## src/phy_lm_defs.svh

```systemverilog
// Register offsets, field positions, reset values and timing counts of the PHY control block.
`ifndef PHY_LM_DEFS_SVH
`define PHY_LM_DEFS_SVH
`define OFF_BASIC_CTRL      4'h0
`define OFF_BASIC_STAT      4'h1
`define OFF_CABLE_TEST      4'h2
`define OFF_IRQ_STAT        4'h3
`define OFF_IRQ_MASK        4'h4
`define OFF_MODE_CTRL       4'h5
`define BIT_SOFT_RESET      15
`define BIT_AN_ENABLE       12
`define BIT_POWER_DOWN      11
`define BIT_LINK_STATUS     2
`define BIT_CT_ENABLE       15
`define BIT_CT_DONE         14
`define BIT_CROSSOVER_STATE 13
`define BIT_AUTO_CROSSOVER  15
`define BIT_FIBER_MODE      14
`define CT_LEN_MSB          7
`define RST_BASIC_CTRL      16'h3000
`define RST_MODE_CTRL       16'h8000
`define IRQ_LINK_UP         0
`define IRQ_LINK_DOWN       1
`define IRQ_CT_DONE         2
`define IRQ_RESET_DONE      3
`define IRQ_BITS            4
`define CLK_MHZ             100
`define STAB_TIME_MS        330
`define STAB_CYCLES         (`STAB_TIME_MS * 1000 * `CLK_MHZ)
`define RESET_CYCLES        32'd16
`define CT_TIMEOUT_CYCLES   8'hff
`endif

```

## src/phy_lm_pkg.sv

```systemverilog
// Types shared by the PHY control block.
package phy_lm_pkg;
    typedef enum logic [1:0] {
        LINK_DOWN  = 2'b00,
        LINK_WAIT  = 2'b01,
        LINK_READY = 2'b10,
        LINK_UP    = 2'b11
    } link_state_t;
    typedef enum logic [1:0] {
        CT_IDLE  = 2'b00,
        CT_PULSE = 2'b01,
        CT_LISTEN = 2'b10,
        CT_DONE  = 2'b11
    } ct_state_t;
    typedef struct packed {
        logic       pulse_tx_pair;
        logic       pulse_rx_pair;
        logic       active;
    } ct_drive_t;
endpackage

```

## src/phy_link_fsm.sv

```systemverilog
// Link integrity state machine with line stabilisation timer.
`timescale 1ns/1ns
`default_nettype none
`include "phy_lm_defs.svh"
module phy_link_fsm #(
    parameter int unsigned STAB_CYCLES = `STAB_CYCLES
) (
    // Clock and reset.
    input  wire logic clk,
    input  wire logic resetn,
    // Line and control.
    input  wire logic signal_valid,
    input  wire logic an_enabled,
    input  wire logic an_link_enable,
    input  wire logic force_down,
    // Result.
    output logic      link_up,
    output phy_lm_pkg::link_state_t state
);
    phy_lm_pkg::link_state_t next_state;
    logic [31:0] timer;
    logic [31:0] next_timer;
    always_comb begin
        next_state = state;
        next_timer = timer;
        if (!signal_valid || force_down) begin
            next_state = phy_lm_pkg::LINK_DOWN;
            next_timer = 32'h0;
        end else begin
            case (state)
                phy_lm_pkg::LINK_DOWN: begin
                    next_state = phy_lm_pkg::LINK_WAIT;
                    next_timer = 32'h1;
                end
                phy_lm_pkg::LINK_WAIT: begin
                    if (timer >= STAB_CYCLES) begin
                        next_state = an_enabled ? phy_lm_pkg::LINK_READY : phy_lm_pkg::LINK_UP;
                    end else begin
                        next_timer = timer + 32'h1;
                    end
                end
                phy_lm_pkg::LINK_READY: begin
                    if (!an_enabled || an_link_enable) begin
                        next_state = phy_lm_pkg::LINK_UP;
                    end
                end
                phy_lm_pkg::LINK_UP: next_state = phy_lm_pkg::LINK_UP;
                default: next_state = phy_lm_pkg::LINK_DOWN;
            endcase
        end
    end
    always_ff @(posedge clk) begin
        if (!resetn) begin
            state   <= phy_lm_pkg::LINK_DOWN;
            timer   <= 32'h0;
            link_up <= 1'b0;
        end else begin
            state   <= next_state;
            timer   <= next_timer;
            link_up <= (next_state == phy_lm_pkg::LINK_UP);
        end
    end
    property p_link_drop;
        @(posedge clk) disable iff (!resetn)
        !signal_valid |=> !link_up && state == phy_lm_pkg::LINK_DOWN;
    endproperty
    a_link_drop: assert property (p_link_drop) else $error("link kept after signal loss");
    property p_no_early_ready;
        @(posedge clk) disable iff (!resetn)
        $rose(state == phy_lm_pkg::LINK_READY) |-> timer >= STAB_CYCLES;
    endproperty
    a_no_early_ready: assert property (p_no_early_ready) else $error("ready too early");
    property p_ready_to_up;
        @(posedge clk) disable iff (!resetn)
        state == phy_lm_pkg::LINK_READY && an_link_enable && signal_valid && !force_down
            |=> state == phy_lm_pkg::LINK_UP;
    endproperty
    a_ready_to_up: assert property (p_ready_to_up) else $error("ready did not go up");
    property p_ready_waits;
        @(posedge clk) disable iff (!resetn)
        state == phy_lm_pkg::LINK_READY && an_enabled && !an_link_enable && signal_valid
            && !force_down |=> state == phy_lm_pkg::LINK_READY;
    endproperty
    a_ready_waits: assert property (p_ready_waits) else $error("ready left without enable");
    property p_no_an_skip;
        @(posedge clk) disable iff (!resetn)
        state == phy_lm_pkg::LINK_WAIT && timer >= STAB_CYCLES && !an_enabled && signal_valid
            && !force_down |=> state == phy_lm_pkg::LINK_UP;
    endproperty
    a_no_an_skip: assert property (p_no_an_skip) else $error("no direct link up");
    property p_timer_restart;
        @(posedge clk) disable iff (!resetn)
        !signal_valid |=> timer == 32'h0;
    endproperty
    a_timer_restart: assert property (p_timer_restart) else $error("timer not restarted");
endmodule
`default_nettype wire

```

## src/phy_cable_test.sv

```systemverilog
// Cable reflection test sequencer: pulses a pair and times the echo.
`timescale 1ns/1ns
`default_nettype none
`include "phy_lm_defs.svh"
module phy_cable_test (
    // Clock and reset.
    input  wire logic clk,
    input  wire logic resetn,
    // Control.
    input  wire logic start,
    input  wire logic crossover_state_bit,
    input  wire logic echo_seen,
    // Result.
    output phy_lm_pkg::ct_state_t state,
    output phy_lm_pkg::ct_drive_t drive,
    output logic [`CT_LEN_MSB:0]  channel_length,
    output logic                  done_pulse
);
    phy_lm_pkg::ct_state_t next_state;
    logic [`CT_LEN_MSB:0] count;
    logic [`CT_LEN_MSB:0] next_count;
    logic [`CT_LEN_MSB:0] next_length;
    always_comb begin
        next_state  = state;
        next_count  = count;
        next_length = channel_length;
        case (state)
            phy_lm_pkg::CT_IDLE: begin
                if (start) begin
                    next_state = phy_lm_pkg::CT_PULSE;
                end
            end
            phy_lm_pkg::CT_PULSE: begin
                next_state = phy_lm_pkg::CT_LISTEN;
                next_count = '0;
            end
            phy_lm_pkg::CT_LISTEN: begin
                if (echo_seen || count == `CT_TIMEOUT_CYCLES) begin
                    next_length = count;
                    next_state  = phy_lm_pkg::CT_DONE;
                end else begin
                    next_count = count + 8'h01;
                end
            end
            phy_lm_pkg::CT_DONE: next_state = phy_lm_pkg::CT_IDLE;
            default: next_state = phy_lm_pkg::CT_IDLE;
        endcase
    end
    always_ff @(posedge clk) begin
        if (!resetn) begin
            state          <= phy_lm_pkg::CT_IDLE;
            count          <= '0;
            channel_length <= '0;
        end else begin
            state          <= next_state;
            count          <= next_count;
            channel_length <= next_length;
        end
    end
    // The pulse goes out on one pair only, chosen by the crossover state.
    always_comb begin
        drive.active        = (state != phy_lm_pkg::CT_IDLE);
        drive.pulse_tx_pair = (state == phy_lm_pkg::CT_PULSE) && !crossover_state_bit;
        drive.pulse_rx_pair = (state == phy_lm_pkg::CT_PULSE) && crossover_state_bit;
        done_pulse          = (state == phy_lm_pkg::CT_DONE);
    end
endmodule
`default_nettype wire

```

## src/phy_link_monitor_reset_tdr.sv

```systemverilog
// PHY control: soft and power-down resets, link integrity and cable test, Avalon-MM registers.
`timescale 1ns/1ns
`default_nettype none
`include "phy_lm_defs.svh"
module phy_link_monitor_reset_tdr #(
    parameter int unsigned STAB_CYCLES = `STAB_CYCLES
) (
    // Clock and reset.
    input  wire logic        clk,
    input  wire logic        resetn,
    // Avalon-MM slave.
    input  wire logic [3:0]  address,
    input  wire logic        read,
    input  wire logic        write,
    input  wire logic [31:0] writedata,
    input  wire logic [3:0]  byteenable,
    output logic [31:0]      readdata,
    output logic             waitrequest,
    // Line side.
    input  wire logic        signal_valid,
    input  wire logic        link_10m_status,
    input  wire logic        an_link_enable,
    input  wire logic        echo_seen,
    // Outputs.
    output logic             link_led,
    output logic             txrx_enable,
    output logic             pulse_tx_pair,
    output logic             pulse_rx_pair,
    output logic             phy_core_reset,
    output logic             irq
);
    logic [15:0] phy_basic_control_reg;
    logic [15:0] next_basic_control;
    logic [15:0] mode_ctrl;
    logic [15:0] next_mode_ctrl;
    logic        ct_enable;
    logic        next_ct_enable;
    logic        ct_done;
    logic        next_ct_done;
    logic [`IRQ_BITS-1:0] irq_stat;
    logic [`IRQ_BITS-1:0] next_irq_stat;
    logic [`IRQ_BITS-1:0] irq_mask;
    logic [`IRQ_BITS-1:0] next_irq_mask;
    logic [31:0] rst_count;
    logic [31:0] next_rst_count;
    logic        pd_prev;
    logic        ack;
    logic [31:0] next_readdata;
    logic        link_up_100;
    logic        link_up_prev;
    logic        combined_link;
    logic        ct_start;
    logic        ct_done_pulse;
    logic        ct_busy;
    logic        rst_active;
    logic        rst_done;
    logic        wr_low;
    logic        wr_high;
    logic [`CT_LEN_MSB:0] channel_length;
    phy_lm_pkg::link_state_t link_state;
    phy_lm_pkg::ct_state_t   ct_state;
    phy_lm_pkg::ct_drive_t   ct_drive;
    logic [`IRQ_BITS-1:0] irq_event;
    logic [15:0] phy_basic_status_reg;
    logic [15:0] cable_test_ctrl_stat_reg;
    // Core logic is held in reset while the reset counter runs; registers are not.
    assign rst_active = (rst_count != 32'h0);
    assign rst_done   = (rst_count == 32'h1);
    assign ct_busy    = ct_enable || (ct_state != phy_lm_pkg::CT_IDLE);
    phy_link_fsm #(
        .STAB_CYCLES (STAB_CYCLES)
    ) u_link (
        .clk            (clk),
        .resetn         (resetn && !rst_active),
        .signal_valid   (signal_valid),
        .an_enabled     (phy_basic_control_reg[`BIT_AN_ENABLE]),
        .an_link_enable (an_link_enable),
        .force_down     (ct_busy || phy_basic_control_reg[`BIT_POWER_DOWN]),
        .link_up        (link_up_100),
        .state          (link_state)
    );
    phy_cable_test u_ct (
        .clk                 (clk),
        .resetn              (resetn && !rst_active),
        .start               (ct_start),
        .crossover_state_bit (mode_ctrl[`BIT_CROSSOVER_STATE]),
        .echo_seen           (echo_seen),
        .state               (ct_state),
        .drive               (ct_drive),
        .channel_length      (channel_length),
        .done_pulse          (ct_done_pulse)
    );
    assign ct_start = ct_enable && (ct_state == phy_lm_pkg::CT_IDLE) && !ct_done;
    assign combined_link = link_up_100 || link_10m_status;
    assign phy_basic_status_reg = {13'h0, combined_link, 2'h0};
    assign cable_test_ctrl_stat_reg = {ct_enable, ct_done, 6'h0, channel_length};
    assign wr_low  = write && ack && byteenable[0];
    assign wr_high = write && ack && byteenable[1];
    assign irq_event = {rst_done, ct_done_pulse, link_up_prev && !link_up_100,
                        !link_up_prev && link_up_100};
    always_comb begin
        next_basic_control = phy_basic_control_reg;
        next_mode_ctrl     = mode_ctrl;
        next_ct_enable     = ct_enable;
        next_ct_done       = ct_done;
        next_irq_mask      = irq_mask;
        next_rst_count     = rst_count;
        next_readdata      = 32'h0;
        if (rst_active) begin
            next_rst_count = rst_count - 32'h1;
        end
        if (rst_done) begin
            next_basic_control[`BIT_SOFT_RESET] = 1'b0;
        end
        // Leaving power-down restarts the core without touching registers.
        if (pd_prev && !phy_basic_control_reg[`BIT_POWER_DOWN]) begin
            next_rst_count = `RESET_CYCLES;
        end
        if (ct_done_pulse) begin
            next_ct_enable = 1'b0;
            next_ct_done   = 1'b1;
        end
        // Read data is registered with the wait cycle so it stands at the accept edge.
        if (read && !ack) begin
            case (address)
                `OFF_BASIC_CTRL: next_readdata = {16'h0, phy_basic_control_reg};
                `OFF_BASIC_STAT: next_readdata = {16'h0, phy_basic_status_reg};
                `OFF_CABLE_TEST: next_readdata = {16'h0, cable_test_ctrl_stat_reg};
                `OFF_IRQ_STAT:   next_readdata = {28'h0, irq_stat};
                `OFF_IRQ_MASK:   next_readdata = {28'h0, irq_mask};
                `OFF_MODE_CTRL:  next_readdata = {16'h0, mode_ctrl};
                default:         next_readdata = 32'h0;
            endcase
        end
        if (write && ack) begin
            case (address)
                `OFF_BASIC_CTRL: begin
                    if (wr_low) begin
                        next_basic_control[7:0] = writedata[7:0];
                    end
                    if (wr_high) begin
                        next_basic_control[15:8] = writedata[15:8];
                        // Soft reset restarts the core only; straps are never reloaded.
                        if (writedata[`BIT_SOFT_RESET]) begin
                            next_rst_count = `RESET_CYCLES;
                        end
                    end
                end
                `OFF_CABLE_TEST: begin
                    if (wr_high && writedata[`BIT_CT_ENABLE]) begin
                        next_ct_enable = 1'b1;
                        next_ct_done   = 1'b0;
                    end
                end
                `OFF_IRQ_MASK: begin
                    if (wr_low) begin
                        next_irq_mask = writedata[`IRQ_BITS-1:0];
                    end
                end
                `OFF_MODE_CTRL: begin
                    if (wr_low) begin
                        next_mode_ctrl[7:0] = writedata[7:0];
                    end
                    if (wr_high) begin
                        next_mode_ctrl[15:8] = writedata[15:8];
                    end
                end
                default: next_mode_ctrl = mode_ctrl;
            endcase
        end
    end
    // A hardware event in the same cycle as a write-one clear keeps its bit set.
    always_comb begin
        next_irq_stat = irq_stat;
        if (wr_low && address == `OFF_IRQ_STAT) begin
            next_irq_stat = irq_stat & ~writedata[`IRQ_BITS-1:0];
        end
        next_irq_stat = next_irq_stat | irq_event;
    end
    always_ff @(posedge clk) begin
        if (!resetn) begin
            phy_basic_control_reg <= `RST_BASIC_CTRL;
            mode_ctrl             <= `RST_MODE_CTRL;
            ct_enable             <= 1'b0;
            ct_done               <= 1'b0;
            irq_stat              <= '0;
            irq_mask              <= '0;
            rst_count             <= 32'h0;
            pd_prev               <= 1'b0;
            ack                   <= 1'b0;
            waitrequest           <= 1'b1;
            readdata              <= 32'h0;
            link_up_prev          <= 1'b0;
            link_led              <= 1'b0;
            txrx_enable           <= 1'b0;
            pulse_tx_pair         <= 1'b0;
            pulse_rx_pair         <= 1'b0;
            phy_core_reset        <= 1'b0;
            irq                   <= 1'b0;
        end else begin
            phy_basic_control_reg <= next_basic_control;
            mode_ctrl             <= next_mode_ctrl;
            ct_enable             <= next_ct_enable;
            ct_done               <= next_ct_done;
            irq_stat              <= next_irq_stat;
            irq_mask              <= next_irq_mask;
            rst_count             <= next_rst_count;
            pd_prev               <= phy_basic_control_reg[`BIT_POWER_DOWN];
            ack                   <= (read || write) && !ack;
            waitrequest           <= !((read || write) && !ack);
            readdata              <= next_readdata;
            link_up_prev          <= link_up_100;
            link_led              <= combined_link;
            txrx_enable           <= link_up_100;
            pulse_tx_pair         <= ct_drive.pulse_tx_pair;
            pulse_rx_pair         <= ct_drive.pulse_rx_pair;
            phy_core_reset        <= (next_rst_count != 32'h0);
            irq                   <= |(next_irq_stat & next_irq_mask);
        end
    end
    // Each access takes two cycles: waitrequest drops in the cycle after the request.
    property p_soft_reset_clears;
        @(posedge clk) disable iff (!resetn)
        rst_done |=> !phy_basic_control_reg[`BIT_SOFT_RESET];
    endproperty
    a_soft_reset_clears: assert property (p_soft_reset_clears) else $error("soft reset stuck");
    property p_pd_exit_reset;
        @(posedge clk) disable iff (!resetn)
        pd_prev && !phy_basic_control_reg[`BIT_POWER_DOWN] |=> phy_core_reset;
    endproperty
    a_pd_exit_reset: assert property (p_pd_exit_reset) else $error("no reset on wake");
    property p_pd_keeps_mask;
        @(posedge clk) disable iff (!resetn)
        $fell(phy_basic_control_reg[`BIT_POWER_DOWN]) && !write |=> $stable(irq_mask)
            && $stable(mode_ctrl);
    endproperty
    a_pd_keeps_mask: assert property (p_pd_keeps_mask) else $error("registers changed");
    property p_led_combined;
        @(posedge clk) disable iff (!resetn)
        ##1 link_led == $past(link_up_100 || link_10m_status);
    endproperty
    a_led_combined: assert property (p_led_combined) else $error("led not combined");
    property p_ct_drops_link;
        @(posedge clk) disable iff (!resetn)
        ct_busy && !rst_active |=> !link_up_100;
    endproperty
    a_ct_drops_link: assert property (p_ct_drops_link) else $error("link up in test");
    property p_ct_done;
        @(posedge clk) disable iff (!resetn)
        ct_done_pulse |=> !ct_enable && ct_done && irq_stat[`IRQ_CT_DONE];
    endproperty
    a_ct_done: assert property (p_ct_done) else $error("test completion not flagged");
    property p_pair_select;
        @(posedge clk) disable iff (!resetn)
        ct_state == phy_lm_pkg::CT_PULSE |=> pulse_rx_pair == $past(mode_ctrl[`BIT_CROSSOVER_STATE])
            && pulse_tx_pair != pulse_rx_pair;
    endproperty
    a_pair_select: assert property (p_pair_select) else $error("wrong pair pulsed");
    property p_length_stable;
        @(posedge clk) disable iff (!resetn)
        ct_done && ct_state == phy_lm_pkg::CT_IDLE && !rst_active |=> $stable(channel_length);
    endproperty
    a_length_stable: assert property (p_length_stable) else $error("length moved");
endmodule
`default_nettype wire

```

## config.mk

```make
export PLATFORM = sky130hd
export DESIGN_NAME = phy_link_monitor_reset_tdr
export DESIGN_NICKNAME = d
export VERILOG_FILES = /design/src/phy_lm_pkg.sv /design/src/phy_link_fsm.sv /design/src/phy_cable_test.sv /design/src/phy_link_monitor_reset_tdr.sv
export VERILOG_INCLUDE_DIRS = /design/src /design/src/src
export SDC_FILE = /design/constraint.sdc
export NUM_CORES = 1
export LEC_CHECK = 0
export BUFFER_PORTS_ARGS = -buffer_cell sky130_fd_sc_hd__buf_2
export CAP_MARGIN = 20
export CORE_MARGIN = 2
export CORE_UTILIZATION = 55
export CTS_CLUSTER_SIZE = 40
export DETAILED_ROUTE_END_ITERATION = 8
export PLACE_DENSITY = 0.76
export SETUP_SLACK_MARGIN = 0.5
export SYNTH_ARGS = -nofsm -noshare
export SYNTH_HDL_FRONTEND = slang
export SYNTH_SLANG_ARGS = --single-unit
```

## constraint.sdc

```tcl
create_clock -name clk -period 3.3 [get_ports clk]
set_input_delay 0.165 -clock clk [delete_from_list [all_inputs] [get_ports clk]]
set_output_delay 0.165 -clock clk [all_outputs]
set_load 0.1 [all_outputs]
```

==> results.tsv <==
stage	metric	value	unit
floorplanning	die area	0.0136	mm2
detailed_routing	DRT iter0 DRCs	574	
sta	Final Cycle Share	85.2	%
cts	clk sink count	152	
critical_path	Setup crit end kind	register	
critical_path	crit path DAT	3.09	ns
logic_synthesis	EDFF count, synth	0	
sta	post-layout min period	2.81	ns
cells_and_area	P&R area growth vs syn	18.1	%
critical_path	max incr delay on CP	0.62	ns
cts	Worst-Skew Late Latency	0.42	ns
detailed_routing	vias	6379	
cells_and_area	Top Registers	rst_count: 32 flops, u_link.timer: 32 flops	
place	DP Worst Slack	0.221	ns
floorplanning	Starting Density	55.7	%
detailed_routing	drt pass-1 iters	6	
sta	achievable frequency	356	MHz
sta	Final Slew Violations	0	
critical_path	crit start category	register	
global_route	first-pass GRT wire length	28500	um
critical_path	reg2reg path depth	9	
global_route	Overflow after GRT	0	
logic_synthesis	yosys warns	0	
logic_synthesis	Yosys reg bits	152	
cells_and_area	most common cell after layout, fill and taps aside	dfxtp_1	
place	port buffer count	52	
critical_path	RR Startpoint	rst_count[0]	
sta	worst slew pin tran	1.05	ns
floorplanning	Chip Height	117	um
pwr	maximum vdd drop	0.868	mV
sta	Final setup viols	0	
critical_path	worst-path fanout max	6	
critical_path	Top Family by Delay on Critical Path	simple AND/OR/NAND/NOR gates	
cts	CTS Buf Count	17	
global_route	Total GRT Usage	26.2	%
sta	fin worst setup slack	0.488	ns
detailed_routing	DR WL/cell	16.6	um
sta	Worst slew margin	30.1	%
sta	setup_tns	0	ns
critical_path	FF-to-FF setup slack	0.49	ns
global_route	initial antenna violation count	0	
pwr	pwr dens	905	mW/mm2
min_path	min-delay src	writedata[4]	
critical_path	CP Depth	9	
detailed_routing	# DRC	0	
cells_and_area	layout cells sized above 1	17.3	%
global_route	vias in the first global route	5965	
floorplanning	chip width	117	um
logic_synthesis	top cells by area, synth	dfxtp_1 44%, a21oi_1 5.5%, nor2_1 5.2%, nand2_1 4.0%, mux2i_1 3.0%	
logic_synthesis	cells after synthesis	815	
critical_path	Crit-path slowest cell	or4b_2	
place	DP Wirelength	11400	um
logic_synthesis	part of the Yosys area used for sequential elements	43.7	%
detailed_routing	vias per inst	6.03	
critical_path	Crit Path Category	reg -> reg	
critical_path	CP required	3.58	ns
floorplanning	# rows	41	
logic_synthesis	synth unique cells	72	
sta	Layout Skew	0.00838	ns
min_path	Hold Crit Class	in -> reg	
critical_path	CP cell instances	inv_2 -> ha_4 -> or4b_2 -> nor4_4 -> nand3_1 -> a211oi_1 -> a31oi_1 -> nor4_2 -> o22ai_1	
cts	H-tree depth	4	
cts	clock-pin slew on the worst setup and hold paths	0.06	ns
logic_synthesis	Primary FF master, synth	dfxtp_1	
floorplanning	core area	0.0125	mm2
logic_synthesis	FFs w/ async S/R, synth	0	%
cells_and_area	commonest non-fill, non-tap cells in the layout	149 x dfxtp_1, 96 x nor2_1, 76 x a21oi_1	
logic_synthesis	top-area cell type share of the netlist area	43.7	%
global_route	largest net degree at the start of global routing	43	
critical_path	Crit Reg-Reg Endpoint	phy_core_reset	
detailed_routing	antenna-violating nets left	0	
place	GP Congestion	0.909	
cts	clk root buf	clkbuf_16	
critical_path	Crit. Startpoint	rst_count[0]	
cts	CTS tree	done	
status	outcome	completed	
pwr	Leakage Power	2.96	nW
floorplanning	I/O pins	87	
sta	Hold Violations, Final	0	
cells_and_area	fin nets	932	
sta	RSZ-0062 raised after global routing	true	
logic_synthesis	Mean Syn Cell Area	8.55	um2
flow_run	max cap viols	0	
cells_and_area	number of diodes	0	
logic_synthesis	Yosys top cell by area	dfxtp_1	
detailed_routing	Post-Route WL	17500	um
logic_synthesis	mapped cell area	0.00697	mm2
critical_path	end point of the critical path	phy_core_reset	
cts	Max clock buf depth	2	
critical_path	CP Buf/Inv Count	1	
[metrics by stage]
stage | cell area, um2 | power [mW] | cells | utilization (%) | hold WS [ns]
after global routing | 8230 | 7.79 | 1058 | 65.7 | 0.0114
after CTS | 8090 | 7.09 | 1050 | 64.6 | 0.00133
final | 8230 | 7.45 | 1058 | 65.7 | 0.00582
after global placement | 7300 | 4.74 | 1008 | 58.3 | 0.393
after floorplan | 7020 | 4.18 | 830 | - | 0.289
after detailed placement | 7300 | 4.79 | 1008 | 58.3 | 0.402
[repair_timing]
action                                  in CTS  in global routing
pin swaps                                    4                  5
endpoints found under the hold margin       12                  0
gates cloned                                 0                  1
buffers inserted                             3                  7
gates resized for setup                      8                 13
endpoints found under the setup margin      31                 34
hold buffers                                 9                  0
[where the power goes]
group	leakage, nW	internal [mW]	switching [mW]
Combinational	1.41	1.27	1.75
Sequential	1.23	2.02	0.256
Clock	0.319	1.42	0.728
Total	2.96	4.71	2.73
[Yosys cell counts, types with 17 or more instances]
cell type	number
a21oi_1	76
nand2_1	75
nor3_1	19
mux2i_1	21
o21ai_0	18
or4_1	26
inv_1	17
nor2_1	96
nand3_1	29
clkbuf_1	37
dfxtp_1	152
o31ai_1	17
[routing by layer]
| metal | GRT usage, % | share of wire [%] | wire [um] | up-vias |
|---|---|---|---|---|
| met1 | 34.4 | 45 | 7820 | 3045 |
| met5 | 0 | 0 | 0 | - |
| met4 | 8.55 | 1.3 | 221 | 0 |
| met3 | 7.21 | 6.6 | 1160 | 26 |
| li1 | - | - | - | 3059 |
| met2 | 42.2 | 47 | 8320 | 249 |
[how the worst min path moves through the flow]
stage	end	slack, ns	cells after the start
floorplan	phy_basic_control_reg[12]	0.29	2
global placement	phy_basic_control_reg[13]	0.39	3
detailed placement	phy_basic_control_reg[13]	0.40	3
CTS	mode_ctrl[6]	0.001	3
global route	phy_basic_control_reg[6]	0.01	3
finish	mode_ctrl[4]	0.006	3
[area by class of cell]
type	count	area (um2)
Fill cell	1028	4290
Tap cell	172	215
Multi-Input combinational cell	600	3700
Clock buffer	20	447
Timing Repair Buffer	86	551
Inverter	18	67.6
Sequential cell	152	3050
Clock inverter	10	200
[cells by family (layout without fill, tap and decap cells)]
group                      after synthesis  in the layout  share of synthesized area (%)
and+or+nand+nor                        353            354                           26.6
DFF                                    152            152                           43.7
muxes                                   23             23                           3.34
buffers and inverters                   79            134                           5.71
AOI/OAI and AO/OA                      183            183                           17.1
adders and majority gates                9              9                           1.62
other                                    1             16                         0.0538
xor gates and xnor gates                15             15                           1.89
[worst min-delay path: cells and delay by family]
family	cells	cell delay, ns
and+or+nand+nor	1	0.07
buffers and inverters	1	0.09
muxes	1	0.06
No activity file was read; power rests on OpenSTA's default activity.
